--- src/gst_pkg.sv ---
// constants shared by the gated sixteen bit timer files
package gst_pkg;
  // register indices on the plain register port
  localparam logic [2:0] ADDR_COUNT_LOW   = 3'h0;
  localparam logic [2:0] ADDR_COUNT_HIGH  = 3'h1;
  localparam logic [2:0] ADDR_TIMER_CTRL  = 3'h2;
  localparam logic [2:0] ADDR_GATE_CTRL   = 3'h3;
  localparam logic [2:0] ADDR_IRQ_STATUS  = 3'h4;
  localparam logic [2:0] ADDR_IRQ_MASK    = 3'h5;
  // timer control field positions
  localparam int TCTL_CLK_SEL_LSB   = 6;
  localparam int TCTL_PRESCALE_LSB  = 4;
  localparam int TCTL_SYNC_DIS_BIT  = 2;
  localparam int TCTL_TIMER_ON_BIT  = 0;
  // gate control field positions
  localparam int GCTL_GATE_EN_BIT   = 7;
  localparam int GCTL_GATE_POL_BIT  = 6;
  localparam int GCTL_GATE_SRC_LSB  = 0;
  // status and mask bit of the overflow event
  localparam int IRQ_OVF_BIT        = 0;
  // values after reset, and the count at which the counter wraps
  localparam logic [7:0]  TCTL_RESET  = 8'h00;
  localparam logic [7:0]  GCTL_RESET  = 8'h00;
  localparam logic [15:0] COUNT_RESET = 16'h0000;
  localparam logic [15:0] COUNT_MAX   = 16'hFFFF;
  // clock select codes
  localparam logic [1:0] CS_INSTR = 2'h0;
  localparam logic [1:0] CS_SYS   = 2'h1;
  localparam logic [1:0] CS_EXT   = 2'h2;
  localparam logic [1:0] CS_SLOW  = 2'h3;
  // gate source codes
  localparam logic [1:0] GS_PIN   = 2'h0;
  localparam logic [1:0] GS_WRAP  = 2'h1;
  localparam logic [1:0] GS_CMP1  = 2'h2;
  localparam logic [1:0] GS_CMP2  = 2'h3;
  // last system clock cycle of each four cycle instruction cycle, and prescaler width
  localparam logic [1:0] INSTR_LAST = 2'h3;
  localparam int         PRESC_W    = 3;
endpackage

--- src/gst_presc.sv ---
// prescaler: divides qualified count ticks by 1, 2, 4 or 8
`timescale 1ns/1ps
module gst_presc #(
  parameter int W = gst_pkg::PRESC_W
) (
  // clock and reset
  input  wire logic         core_clk,
  input  wire logic         rst,
  // control
  input  wire logic         clr,
  input  wire logic [1:0]   sel,
  // ticks
  input  wire logic         tick_in,
  output logic              tick_out,
  output logic [W-1:0]      cnt
);
  logic [W-1:0] mask;
  logic [W-1:0] cnt_r;

  // low bits that must all be set before a tick passes
  always_comb
  begin
    mask = W'((4'h1 << sel) - 4'h1);
  end

  assign tick_out = tick_in && ((cnt_r & mask) == mask);
  assign cnt      = cnt_r;

  // hidden counter: reset or a count byte write clears it
  always_ff @(posedge core_clk or posedge rst)
  begin
    if (rst)
      cnt_r <= '0;
    else if (clr)
      cnt_r <= '0;
    else if (tick_in)
      cnt_r <= cnt_r + W'(1);
  end
endmodule

--- src/gst_timer.sv ---
// gated sixteen bit timer/counter with register port and overflow interrupt
//
// Functional notes
// - sixteen bit counter, byte writes replace count
// - on bit and gate enable decide counting
// - clock select picks count source
// - instruction clock advances once per instruction
// - system clock advances four per instruction
// - external pin counts rising edges
// - rising edge ignored until falling edge seen
// - prescaler divides by 1, 2, 4, 8
// - prescaler hidden, cleared by count writes
// - sync disable counts pin through two synchroniser stages instead of three
// - asynchronous external mode runs during sleep
// - mode switch may lose or add count
// - byte reads always valid while running
// - gate source pin, wrap, comparator one
// - gate source code 11 selects comparator two
// - gate polarity picks active gate level
`timescale 1ns/1ps
module gst_timer (
  // clock and reset
  input  wire logic       core_clk,
  input  wire logic       rst,
  // register port
  input  wire logic [2:0] addr,
  input  wire logic [7:0] wdata,
  input  wire logic       wr_en,
  input  wire logic       rd_en,
  output logic      [7:0] rdata,
  // count sources
  input  wire logic       external_count_pin,
  input  wire logic       slow_internal_oscillator,
  // gate sources
  input  wire logic       gate_input_pin,
  input  wire logic       other_timer_wrap_pulse,
  input  wire logic       comparator_one_output,
  input  wire logic       comparator_two_output,
  // power state
  input  wire logic       sleep_mode,
  // interrupt
  output logic            irq
);
  logic [15:0] count_r;
  logic [7:0]  tctl_r;
  logic [7:0]  gctl_r;
  logic        ovf_r;
  logic        ovf_mask_r;
  logic [7:0]  rdata_r;
  logic [1:0]  instr_cnt_r;
  logic        ext_s1_r;
  logic        ext_s2_r;
  logic        ext_s3_r;
  logic        ext_prev_r;
  logic        slow_s1_r;
  logic        slow_s2_r;
  logic        slow_prev_r;
  logic        gpin_s1_r;
  logic        gpin_s2_r;
  logic        cmp2_s1_r;
  logic        cmp2_s2_r;
  logic        arm_r;
  logic        ext_sel;
  logic        ext_rise;
  logic        ext_fall;
  logic        slow_rise;
  logic        instr_tick;
  logic        timer_on;
  logic        gate_en;
  logic        gate_pol;
  logic        sync_dis;
  logic [1:0]  clk_sel;
  logic [1:0]  presc_sel;
  logic [1:0]  gate_src;
  logic        gate_sig;
  logic        gate_ok;
  logic        count_en;
  logic        src_tick;
  logic        inc;
  logic        wr_low;
  logic        wr_high;
  logic        wr_count;
  logic        ovf_event;
  logic [gst_pkg::PRESC_W-1:0] presc_cnt;

  // control field decode
  assign timer_on  = tctl_r[gst_pkg::TCTL_TIMER_ON_BIT];
  assign sync_dis  = tctl_r[gst_pkg::TCTL_SYNC_DIS_BIT];
  assign clk_sel   = tctl_r[gst_pkg::TCTL_CLK_SEL_LSB +: 2];
  assign presc_sel = tctl_r[gst_pkg::TCTL_PRESCALE_LSB +: 2];
  assign gate_en   = gctl_r[gst_pkg::GCTL_GATE_EN_BIT];
  assign gate_pol  = gctl_r[gst_pkg::GCTL_GATE_POL_BIT];
  assign gate_src  = gctl_r[gst_pkg::GCTL_GATE_SRC_LSB +: 2];

  // write strobes for the count bytes
  assign wr_low   = wr_en && (addr == gst_pkg::ADDR_COUNT_LOW);
  assign wr_high  = wr_en && (addr == gst_pkg::ADDR_COUNT_HIGH);
  assign wr_count = wr_low || wr_high;

  // pin synchronisers; third external stage only used in sync mode
  always_ff @(posedge core_clk or posedge rst)
  begin
    if (rst)
    begin
      ext_s1_r  <= 1'b0;
      ext_s2_r  <= 1'b0;
      ext_s3_r  <= 1'b0;
      slow_s1_r <= 1'b0;
      slow_s2_r <= 1'b0;
      gpin_s1_r <= 1'b0;
      gpin_s2_r <= 1'b0;
      cmp2_s1_r <= 1'b0;
      cmp2_s2_r <= 1'b0;
    end
    else
    begin
      ext_s1_r  <= external_count_pin;
      ext_s2_r  <= ext_s1_r;
      ext_s3_r  <= ext_s2_r;
      slow_s1_r <= slow_internal_oscillator;
      slow_s2_r <= slow_s1_r;
      gpin_s1_r <= gate_input_pin;
      gpin_s2_r <= gpin_s1_r;
      cmp2_s1_r <= comparator_two_output;
      cmp2_s2_r <= cmp2_s1_r;
    end
  end

  // async mode skips the extra stage, so a mode change may skip or add an edge
  assign ext_sel = sync_dis ? ext_s2_r : ext_s3_r;

  // edge history of the selected pin and the slow oscillator
  always_ff @(posedge core_clk or posedge rst)
  begin
    if (rst)
    begin
      ext_prev_r  <= 1'b0;
      slow_prev_r <= 1'b0;
    end
    else
    begin
      ext_prev_r  <= ext_sel;
      slow_prev_r <= slow_s2_r;
    end
  end

  assign ext_rise  = ext_sel && !ext_prev_r;
  assign ext_fall  = !ext_sel && ext_prev_r;
  assign slow_rise = slow_s2_r && !slow_prev_r;

  // falling edge arms the counter; disable or count write disarms it
  always_ff @(posedge core_clk or posedge rst)
  begin
    if (rst)
      arm_r <= 1'b0;
    else if (!timer_on || wr_count)
      arm_r <= 1'b0;
    else if (ext_fall)
      arm_r <= 1'b1;
  end

  // instruction clock divider; the core clock stops in sleep
  always_ff @(posedge core_clk or posedge rst)
  begin
    if (rst)
      instr_cnt_r <= 2'h0;
    else if (!sleep_mode)
      instr_cnt_r <= instr_cnt_r + 2'h1;
  end

  assign instr_tick = (instr_cnt_r == gst_pkg::INSTR_LAST);

  // count source select
  always_comb
  begin
    case (clk_sel)
      gst_pkg::CS_INSTR: src_tick = instr_tick && !sleep_mode;
      gst_pkg::CS_SYS:   src_tick = !sleep_mode;
      // synchronised counting needs the core clock, async keeps going in sleep
      gst_pkg::CS_EXT:   src_tick = ext_rise && arm_r && (sync_dis || !sleep_mode);
      gst_pkg::CS_SLOW:  src_tick = slow_rise;
      default:           src_tick = 1'b0;
    endcase
  end

  // gate source select
  always_comb
  begin
    case (gate_src)
      gst_pkg::GS_PIN:  gate_sig = gpin_s2_r;
      gst_pkg::GS_WRAP: gate_sig = other_timer_wrap_pulse;
      gst_pkg::GS_CMP1: gate_sig = comparator_one_output;
      gst_pkg::GS_CMP2: gate_sig = cmp2_s2_r;
      default:          gate_sig = 1'b0;
    endcase
  end

  assign gate_ok  = gate_pol ? gate_sig : !gate_sig;
  assign count_en = timer_on && (!gate_en || gate_ok);

  // gated ticks feed the hidden prescaler
  gst_presc #(
    .W        (gst_pkg::PRESC_W)
  ) u_presc (
    .core_clk (core_clk),
    .rst      (rst),
    .clr      (wr_count),
    .sel      (presc_sel),
    .tick_in  (src_tick && count_en),
    .tick_out (inc),
    .cnt      (presc_cnt)
  );

  assign ovf_event = inc && !wr_count && (count_r == gst_pkg::COUNT_MAX);

  // counter; a byte write wins over an increment in the same cycle
  always_ff @(posedge core_clk or posedge rst)
  begin
    if (rst)
      count_r <= gst_pkg::COUNT_RESET;
    else if (wr_low)
      count_r <= {count_r[15:8], wdata};
    else if (wr_high)
      count_r <= {wdata, count_r[7:0]};
    else if (inc)
      count_r <= count_r + 16'h0001;
  end

  // control registers
  always_ff @(posedge core_clk or posedge rst)
  begin
    if (rst)
    begin
      tctl_r     <= gst_pkg::TCTL_RESET;
      gctl_r     <= gst_pkg::GCTL_RESET;
      ovf_mask_r <= 1'b0;
    end
    else if (wr_en)
    begin
      if (addr == gst_pkg::ADDR_TIMER_CTRL)
        tctl_r <= wdata & 8'hF5;
      if (addr == gst_pkg::ADDR_GATE_CTRL)
        gctl_r <= wdata & 8'hC3;
      if (addr == gst_pkg::ADDR_IRQ_MASK)
        ovf_mask_r <= wdata[gst_pkg::IRQ_OVF_BIT];
    end
  end

  // sticky overflow flag, write one clears, a new wrap wins
  always_ff @(posedge core_clk or posedge rst)
  begin
    if (rst)
      ovf_r <= 1'b0;
    else if (ovf_event)
      ovf_r <= 1'b1;
    else if (wr_en && (addr == gst_pkg::ADDR_IRQ_STATUS) && wdata[gst_pkg::IRQ_OVF_BIT])
      ovf_r <= 1'b0;
  end

  // level interrupt, also serves as the wake request in sleep
  assign irq = ovf_r && ovf_mask_r;

  // read data; each byte is a clocked copy of the live count, so the two bytes can come from different words
  always_ff @(posedge core_clk or posedge rst)
  begin
    if (rst)
      rdata_r <= 8'h00;
    else if (rd_en)
    begin
      case (addr)
        gst_pkg::ADDR_COUNT_LOW:  rdata_r <= count_r[7:0];
        gst_pkg::ADDR_COUNT_HIGH: rdata_r <= count_r[15:8];
        gst_pkg::ADDR_TIMER_CTRL: rdata_r <= tctl_r;
        gst_pkg::ADDR_GATE_CTRL:  rdata_r <= gctl_r;
        gst_pkg::ADDR_IRQ_STATUS: rdata_r <= {7'h00, ovf_r};
        gst_pkg::ADDR_IRQ_MASK:   rdata_r <= {7'h00, ovf_mask_r};
        default:                  rdata_r <= 8'h00;
      endcase
    end
    else
      rdata_r <= 8'h00;
  end

  assign rdata = rdata_r;

  // checks next to the logic they guard
  low_write_a: assert property (@(posedge core_clk) disable iff (rst)
    wr_low |=> (count_r[7:0] == $past(wdata)) && (count_r[15:8] == $past(count_r[15:8])))
    else $error("low byte write not applied");

  off_hold_a: assert property (@(posedge core_clk) disable iff (rst)
    (!timer_on && !wr_count) |=> (count_r == $past(count_r)))
    else $error("counter moved while off");

  gate_hold_a: assert property (@(posedge core_clk) disable iff (rst)
    (timer_on && gate_en && (gate_pol != gate_sig) && !wr_count) |=> $stable(count_r))
    else $error("counter moved with gate inactive");

  sys_step_a: assert property (@(posedge core_clk) disable iff (rst)
    (timer_on && !gate_en && clk_sel == gst_pkg::CS_SYS && presc_sel == 2'h0
     && !sleep_mode && !wr_count) |=> (count_r == $past(count_r) + 16'h0001))
    else $error("system clock count did not advance");

  instr_rate_a: assert property (@(posedge core_clk) disable iff (rst)
    (inc && clk_sel == gst_pkg::CS_INSTR) |=> !inc [*3])
    else $error("instruction clock counted too fast");

  presc_clr_a: assert property (@(posedge core_clk) disable iff (rst)
    wr_count |=> (presc_cnt == '0))
    else $error("prescaler not cleared by count write");

  presc_div_a: assert property (@(posedge core_clk) disable iff (rst)
    (inc && presc_sel == 2'h3 && clk_sel == gst_pkg::CS_SYS && !wr_count)
      |=> !inc [*7])
    else $error("divide by eight broke");

  ext_disarm_a: assert property (@(posedge core_clk) disable iff (rst)
    (clk_sel == gst_pkg::CS_EXT && !arm_r && !wr_count) |=> $stable(count_r))
    else $error("external edge counted before falling edge");

  ovf_set_a: assert property (@(posedge core_clk) disable iff (rst)
    (ovf_event && ovf_mask_r) |=> (ovf_r && irq))
    else $error("overflow flag or interrupt missing");

  async_sleep_a: assert property (@(posedge core_clk) disable iff (rst)
    (sleep_mode && sync_dis && clk_sel == gst_pkg::CS_EXT && timer_on && !gate_en
     && presc_sel == 2'h0 && ext_rise && arm_r && !wr_count)
      |=> (count_r == $past(count_r) + 16'h0001))
    else $error("async count stalled in sleep");

  high_write_a: assert property (@(posedge core_clk) disable iff (rst)
    wr_high |=> (count_r[15:8] == $past(wdata)) && (count_r[7:0] == $past(count_r[7:0])))
    else $error("high byte write not applied");

  read_low_a: assert property (@(posedge core_clk) disable iff (rst)
    (rd_en && addr == gst_pkg::ADDR_COUNT_LOW) |=> (rdata == $past(count_r[7:0])))
    else $error("low byte read not coherent");

  ovf_wrap_a: assert property (@(posedge core_clk) disable iff (rst)
    ovf_event |=> (count_r == 16'h0000) && ovf_r)
    else $error("wrap did not reach zero with flag");

  ovf_clear_a: assert property (@(posedge core_clk) disable iff (rst)
    (wr_en && addr == gst_pkg::ADDR_IRQ_STATUS && wdata[gst_pkg::IRQ_OVF_BIT] && !ovf_event)
      |=> !ovf_r)
    else $error("overflow flag not cleared by write");
endmodule

--- config.mk ---
export PLATFORM = sky130hd
export DESIGN_NAME = gst_timer
export DESIGN_NICKNAME = d
export VERILOG_FILES = /design/src/gst_pkg.sv /design/src/gst_presc.sv /design/src/gst_timer.sv
export SDC_FILE = /design/constraint.sdc
export NUM_CORES = 1
export LEC_CHECK = 0
export BUFFER_PORTS_ARGS = -buffer_cell sky130_fd_sc_hd__buf_2
export CORE_UTILIZATION = 30
export CTS_BUF_LIST = sky130_fd_sc_hd__clkbuf_8
export DETAILED_ROUTE_END_ITERATION = 8
export GPL_ROUTABILITY_DRIVEN = 0
export MAX_ROUTING_LAYER = met4
export PLACE_DENSITY_LB_ADDON = 0.12
export SLEW_MARGIN = 20
export SYNTH_ARGS = -nofsm -noshare
export SYNTH_HDL_FRONTEND = slang
export SYNTH_SLANG_ARGS = --single-unit
--- constraint.sdc ---
create_clock -name core_clk -period 4.5 [get_ports core_clk]
set_input_delay 0.45 -clock core_clk [delete_from_list [all_inputs] [get_ports core_clk]]
set_output_delay 0.45 -clock core_clk [all_outputs]
set_load 0.05 [all_outputs]
==> results.md, run 1 <==
- Worst-case register-to-register setup slack: 2060 ps
- Hold path cells: 1
- Top delay family on crit path: simple AND/OR/NAND/NOR gates
- Reg2reg start: tctl_r[2]
- # port buffers: 30
- CORE AREA: 0.008763 mm²
- Mapped Avg Cell Area: 10.11 µm²
- Vias per Instance: 5.378
- Largest net degree at the start of global routing: 54
- Number of flops mapped to enable cells by yosys: 0
- Root Buffer: clkbuf_8
- CTS Buf Count: 5
- Slowest cell on crit path: or4_1
- # rows: 34
- Slew @ Worst Pin: 832.5 ps
- Sequential power share: 48.3%
- Crit-path cells: mux2i_1 -> o311a_1 -> a31oi_4 -> nand3_2 -> or4_1 -> a31oi_1
- CTS resizes: 0
- Clock sinks: 53
- FF+latch area: 0.001326 mm²
- Share of layout cells above drive strength 1: 23.47%
- Top FF cell, synth: dfrtp_1
- Hold Violations, Final: 0
- Clock Latency Late Sink: 310 ps
- Minimum clock period: 2439 ps
- Count of pins over their slew limit: 0
- Setup Fix Bufs, Post-CTS: 0
- Comb pwr share: 30.5%
- Clock power frac: 21.2%
- Cell Area, Synth: 0.002720 mm²
- CTS max path bufs: 2
- Clk slew on worst S/H paths: 110 ps
- Iteration-0 DRC Markers: 107
- WP buf/inv: 0
- Hold EP: ext_s1_r
- Pwr per Cell Area: 457.6 mW/mm²
- Yosys Warn Count: 0
- Final nets: 318
- Status: complete, no violations
- Setup TNS: 0 ps
- Synth Net Count: 294
- CTS tree: done
- Total of max-cap violations: 0
- Hold_sp: external_count_pin
- Die Ht: 97.22 µm
- Wire length reported by the detailed router: 7246 µm
- HPWL Detailed: 5296 µm
- CP Data Required Time: 4730 ps
- Synthesized instance count: 269
- First-pass GRT wire length: 11700 µm
- Antenna viol nets, final: 0
- Peak VDD IR: 0.1587 mV
- Vias in the first global route: 2139
- Drt wl/cell: 18.02 µm
- Switch share: 38.25%
- Most frequent cells in the layout: 53 x dfrtp_1, 36 x nor2_1, 30 x buf_2
- CP peak stage delay: 580 ps
- Critical path arrival: 2670 ps
- Asr flop ratio synth: 100.0%
- Vias: 2162
- All-Layer GR Usage: 16.22%
- Initial cell density of the core: 31.04%
- Die Wd: 97.22 µm
- Reg2Reg Depth: 6
- FILL cells: 894
- P&R area growth vs syn: 12.51%
- Commonest non-fill, non-tap cell in the layout: dfrtp_1
- Residual DRC: 0
- LEAKAGE: 1.321 nW
- RR Endpoint: count_r[14]
- Psw: 0.5357 mW
- Relative slew slack: 43.75%
- Hold WS: 234.4 ps
- Multi-input gate area: 0.001321 mm²
- RSZ-0062 raised after global routing: false
- Design Power: 1.401 mW
- Max frequency: 409.9 MHz
- Register area share after synthesis: 48.76%
- Cell variety after synth: 46
- Startpoint type of the worst setup path: flop
- Die area: 0.009452 mm²
- Crit-path max FO: 14
- Setup violators final: 0
- H-tree depth: 2
- Kind of critical path: reg2reg
- Utilization after layout: 34.92%
- Hold_buf cts: 0
- Crit share post-route: 54.21%
- Ant. Diodes: 0
- Worst Hold Class: in2reg
- Int Power: 0.8649 mW
- TritonRoute pass-1 iters: 4
- GRT overflow: 0
- Critical Path End Type: flop
- I/O pins: 31
- Synth Register Bits: 53
- Initial antenna violation count: 0
- Setup Skew: 10.49 ps
[sequential cells by signal, indices dropped and copies added (netlist names), 2 cells and up]
register     count
count_r         16
rdata            8
tctl_r           6
gctl_r           4
u_presc.cnt      3
instr_cnt_r      2
[area by class of cell]
type / instances / area share [%]
Tap cell: 108 / 4.415
Multi-Input combinational cell: 197 / 43.17
Inverter: 4 / 0.4906
Clock inverter: 3 / 0.9403
Clock buffer: 5 / 2.249
Timing Repair Buffer: 32 / 5.397
Sequential cell: 53 / 43.34
[power groups by stage]
stage          Clock (mW)  Combinational [mW]  Sequential [mW]
2_1_floorplan           0               0.306            0.671
3_5_place_dp            0               0.428            0.686
6_report            0.297               0.427            0.677
3_3_place_gp            0               0.430            0.686
5_1_grt             0.328               0.471            0.695
4_1_cts             0.311               0.428            0.677
[metrics by stage]
step / worst slack (ps) / instance area (µm²) / cells
2_1_floorplan: 2433 / 2720 / 269
3_3_place_gp: 2068 / 2963 / 394
3_5_place_dp: 2056 / 2963 / 394
4_1_cts: 2068 / 3060 / 402
5_1_grt: 1930 / 3060 / 402
6_report: 2061 / 3060 / 402
[routing by layer]
metal / GRT usage [%] / routed length, µm / part of all wire [%]
met5: - / 0 / 0
met4: 5.430 / 164 / 2.3
met3: 2.518 / 251 / 3.5
met2: 24.05 / 3329 / 46
met1: 22.68 / 3500 / 48
[Yosys cell counts (2+ instances only)]
cell | number | area (µm²)
nand3_1 | 12 | 60.06
or4_1 | 4 | 30.03
a311oi_1 | 4 | 35.03
dfrtp_1 | 53 | 1326
nand3b_1 | 2 | 15.01
xnor2_1 | 3 | 26.28
o22ai_1 | 4 | 25.02
a21oi_1 | 8 | 40.04
mux2_2 | 18 | 202.7
nor2b_1 | 4 | 25.02
nand2b_1 | 4 | 25.02
o31ai_1 | 3 | 22.52
nor2_1 | 36 | 135.1
xor2_1 | 3 | 26.28
ha_1 | 3 | 37.54
a211oi_1 | 3 | 22.52
and4_1 | 2 | 17.52
or3_1 | 2 | 12.51
a22oi_1 | 3 | 22.52
mux2i_1 | 9 | 90.09
nand4_1 | 6 | 37.54
clkbuf_1 | 14 | 52.55
o221a_2 | 3 | 33.78
and3_1 | 7 | 43.79
o21ai_0 | 5 | 25.02
nand2_1 | 23 | 86.33
inv_1 | 4 | 15.01
a31oi_1 | 6 | 37.54
and2_1 | 4 | 25.02
[cell families after synthesis]
family / share of synthesized area (%)
mux: 10.76
flops: 48.76
buf+inv: 2.668
compound gates: 13.06
xor+xnor: 1.932
simple gates: 21.44
fa+ha+maj: 1.380
[how the worst max path moves through the flow]
stage,startpoint,cells after the start,slack (ps),to
floorplan,addr[0],6,2430,count_r[9]
global placement,comparator_one_output,7,2070,count_r[15]
detailed placement,comparator_one_output,7,2060,count_r[14]
CTS,gctl_r[1],6,2070,count_r[14]
global route,gctl_r[1],6,1930,count_r[14]
finish,tctl_r[2],6,2060,count_r[14]
Note: power is estimated with default switching activity, not from simulation.
==> run 2: changes to the inputs <==
==> constraint.sdc (replaced) <==
create_clock -name core_clk -period 2.24 [get_ports core_clk]
set_input_delay 0.224 -clock core_clk [delete_from_list [all_inputs] [get_ports core_clk]]
set_output_delay 0.224 -clock core_clk [all_outputs]
set_load 0.05 [all_outputs]
==> run 2 against run 1 <==
Compared with the run above: register-to-register slack worse by 1900 ps; global-route usage is 0.079 points lower; power is 100% higher; flip-flop and latch count stayed put; critical path type unchanged; critical path depth is 1 higher.
==> results.md, run 2 (synthesis gave the netlist of run 1 again) <==
- Status: complete, no violations (unchanged)
- Placed inst area: 0.003095 mm² (was 0.002963 mm²)
- Final nets: 335 (was 318)
- # rows: 34 (unchanged)
- Vias: 2173 (was 2162)
- CORE AREA: 0.008763 mm² (unchanged)
- Top delay family on crit path: simple AND/OR/NAND/NOR gates (unchanged)
- CTS max path bufs: 2 (unchanged)
- Design Power: 2.851 mW (was 1.401 mW)
- # port buffers: 30 (unchanged)
- Setup Skew: 6.533 ps (was 10.49 ps)
- Vias per Instance: 5.186 (was 5.378)
- Share of layout cells above drive strength 1: 27.65% (was 23.47%)
- Crit share post-route: 93.79% (was 54.21%)
- I/O pins: 31 (unchanged)
- Crit-path cells: mux2i_1 -> o311a_1 -> a31oi_4 -> buf_4 -> nand2_1 -> or4_1 -> nand3_1 (was mux2i_1 -> o311a_1 -> a31oi_4 -> nand3_2 -> or4_1 -> a31oi_1)
- Initial cell density of the core: 31.04% (unchanged)
- Commonest non-fill, non-tap cell in the layout: dfrtp_1 (unchanged)
- Ant. Diodes: 0 (unchanged)
- RSZ-0062 raised after global routing: false (unchanged)
- Clk slew on worst S/H paths: 100 ps (was 110 ps)
- CP peak stage delay: 520 ps (was 580 ps)
- Max FFs per register: 16 (unchanged)
- Largest net degree at the start of global routing: 31 (was 54)
- Layout Cells excl Fill: 419 (was 402)
- Relative slew slack: 64.85% (was 43.75%)
- Critical path arrival: 2350 ps (was 2670 ps)
- Die area: 0.009452 mm² (unchanged)
- Root Buffer: clkbuf_8 (unchanged)
- Count of pins over their slew limit: 0 (unchanged)
- Wire length reported by the detailed router: 7157 µm (was 7246 µm)
- Peak VDD IR: 0.2743 mV (was 0.1587 mV)
- WP buf/inv: 1 (was 0)
- Vias in the first global route: 2094 (was 2139)
- Hold Violations, Final: 0 (unchanged)
- Design area: 0.003204 mm² (was 0.003060 mm²)
- H-tree depth: 2 (unchanged)
- Clock sinks: 53 (unchanged)
- Minimum clock period: 2101 ps (was 2439 ps)
- Startpoint type of the worst setup path: flop (unchanged)
- Kind of critical path: reg2reg (unchanged)
- P&R area growth vs syn: 17.80% (was 12.51%)
- Max frequency: 476.0 MHz (was 409.9 MHz)
- Setup violators final: 0 (unchanged)
- HPWL Detailed: 5419 µm (was 5296 µm)
- Slew @ Worst Pin: 526.4 ps (was 832.5 ps)
- CTS Buf Count: 5 (unchanged)
- Slowest cell on crit path: or4_1 (unchanged)
- Total of max-cap violations: 0 (unchanged)
- Die Ht: 97.22 µm (unchanged)
- Critical Path End Type: flop (unchanged)
- CTS tree: done (unchanged)
- Setup TNS: 0 ps (unchanged)
- Die Wd: 97.22 µm (unchanged)
- Residual DRC: 0 (unchanged)
- CP Data Required Time: 2490 ps (was 4730 ps)
- Worst Hold Class: in2reg (unchanged)
- Antenna viol nets, final: 0 (unchanged)
- Largest Register: count_r (unchanged)
- Initial antenna violation count: 0 (unchanged)
- Most frequent cells in the layout: 53 x dfrtp_1, 36 x nor2_1, 30 x buf_2 (unchanged)
- Iteration-0 DRC Markers: 106 (was 107)
- GRT overflow: 0 (unchanged)
- Inst Count DP: 410 (was 394)
- Clock Latency Late Sink: 310 ps (about the same)
- Drt wl/cell: 17.08 µm (was 18.02 µm)
- All-Layer GR Usage: 16.14% (was 16.22%)
- First-pass GRT wire length: 11500 µm (was 11700 µm)
- LEAKAGE: 1.402 nW (was 1.321 nW)
- Crit-path max FO: 6 (was 14)
- Pwr per Cell Area: 889.6 mW/mm² (was 457.6 mW/mm²)
- TritonRoute pass-1 iters: 4 (unchanged)
-- run 2: repair_timing --
action / CTS / global route
endpoints found under the hold margin: 23 / 0
endpoints found under the setup margin: 0 / 4
resized for setup: 0 / 2
hold buffers: 1 / 0
buffers inserted: 0 / 0
-- run 2: metrics by stage --
step / util [%] / hold slack (ps) / setup WS (ps)
final: 36.56 / 12.01 / 139.2
after global placement: 35.32 / 301.3 / 125.0
after detailed placement: 35.32 / 300.2 / 67.76
after global routing: 36.56 / 0.09187 / 4.698
after floorplan: - / 255.4 / 256.5
after CTS: 36.46 / 0.7002 / 48.81
-- run 2: area by class of cell --
| cell class | instances | area, µm² |
|---|---|---|
| Clock buffer | 5 | 68.82 |
| Clock inverter | 3 | 21.27 |
| Fill cell | 908 | 5559 |
| Inverter | 4 | 15.01 |
| Multi-Input combinational cell | 197 | 1330 |
| Sequential cell | 53 | 1326 |
| Tap cell | 108 | 135.1 |
| Timing Repair Buffer | 49 | 307.8 |
-- run 2: final timing paths --
| kind | start | endpoint | slack (ps) | cells past startpoint |
|---|---|---|---|---|
| setup reg to reg | tctl_r[2] | count_r[13] | 140 | 7 |
| max in group asynchronous | rst | count_r[11] | 1180 | 4 |
| setup / recovery | tctl_r[2] | count_r[13] | 140 | 7 |
| hold / removal | comparator_two_output | cmp2_s1_r | 10 | 1 |
| hold reg to reg | gpin_s1_r | gpin_s2_r | 360 | 0 |
| min in group asynchronous | rst | ext_s1_r | 500 | 3 |
-- run 2: worst register-to-register path, stage by stage, from the launching register on --
cell and delay (ps):
dfrtp_1 400, mux2i_1 160, o311a_1 380, a31oi_4 190, buf_4 170, nand2_1 120, or4_1 520, nand3_1 100
-- run 2: routing by layer --
metal	global-route usage (%)	wire length, µm	up-vias
met2	24.70	3360	50
li1	-	-	1059
met4	3.959	51	0
met1	22.62	3461	1059
met5	-	0	-
met3	2.302	283	5
-- run 2: power by group --
part	switching, mW	internal, mW	leakage, nW
combinational	0.521	0.430	0.722
sequential	0.189	1.15	0.635
clock	0.342	0.223	0.0445
total	1.05	1.80	1.40
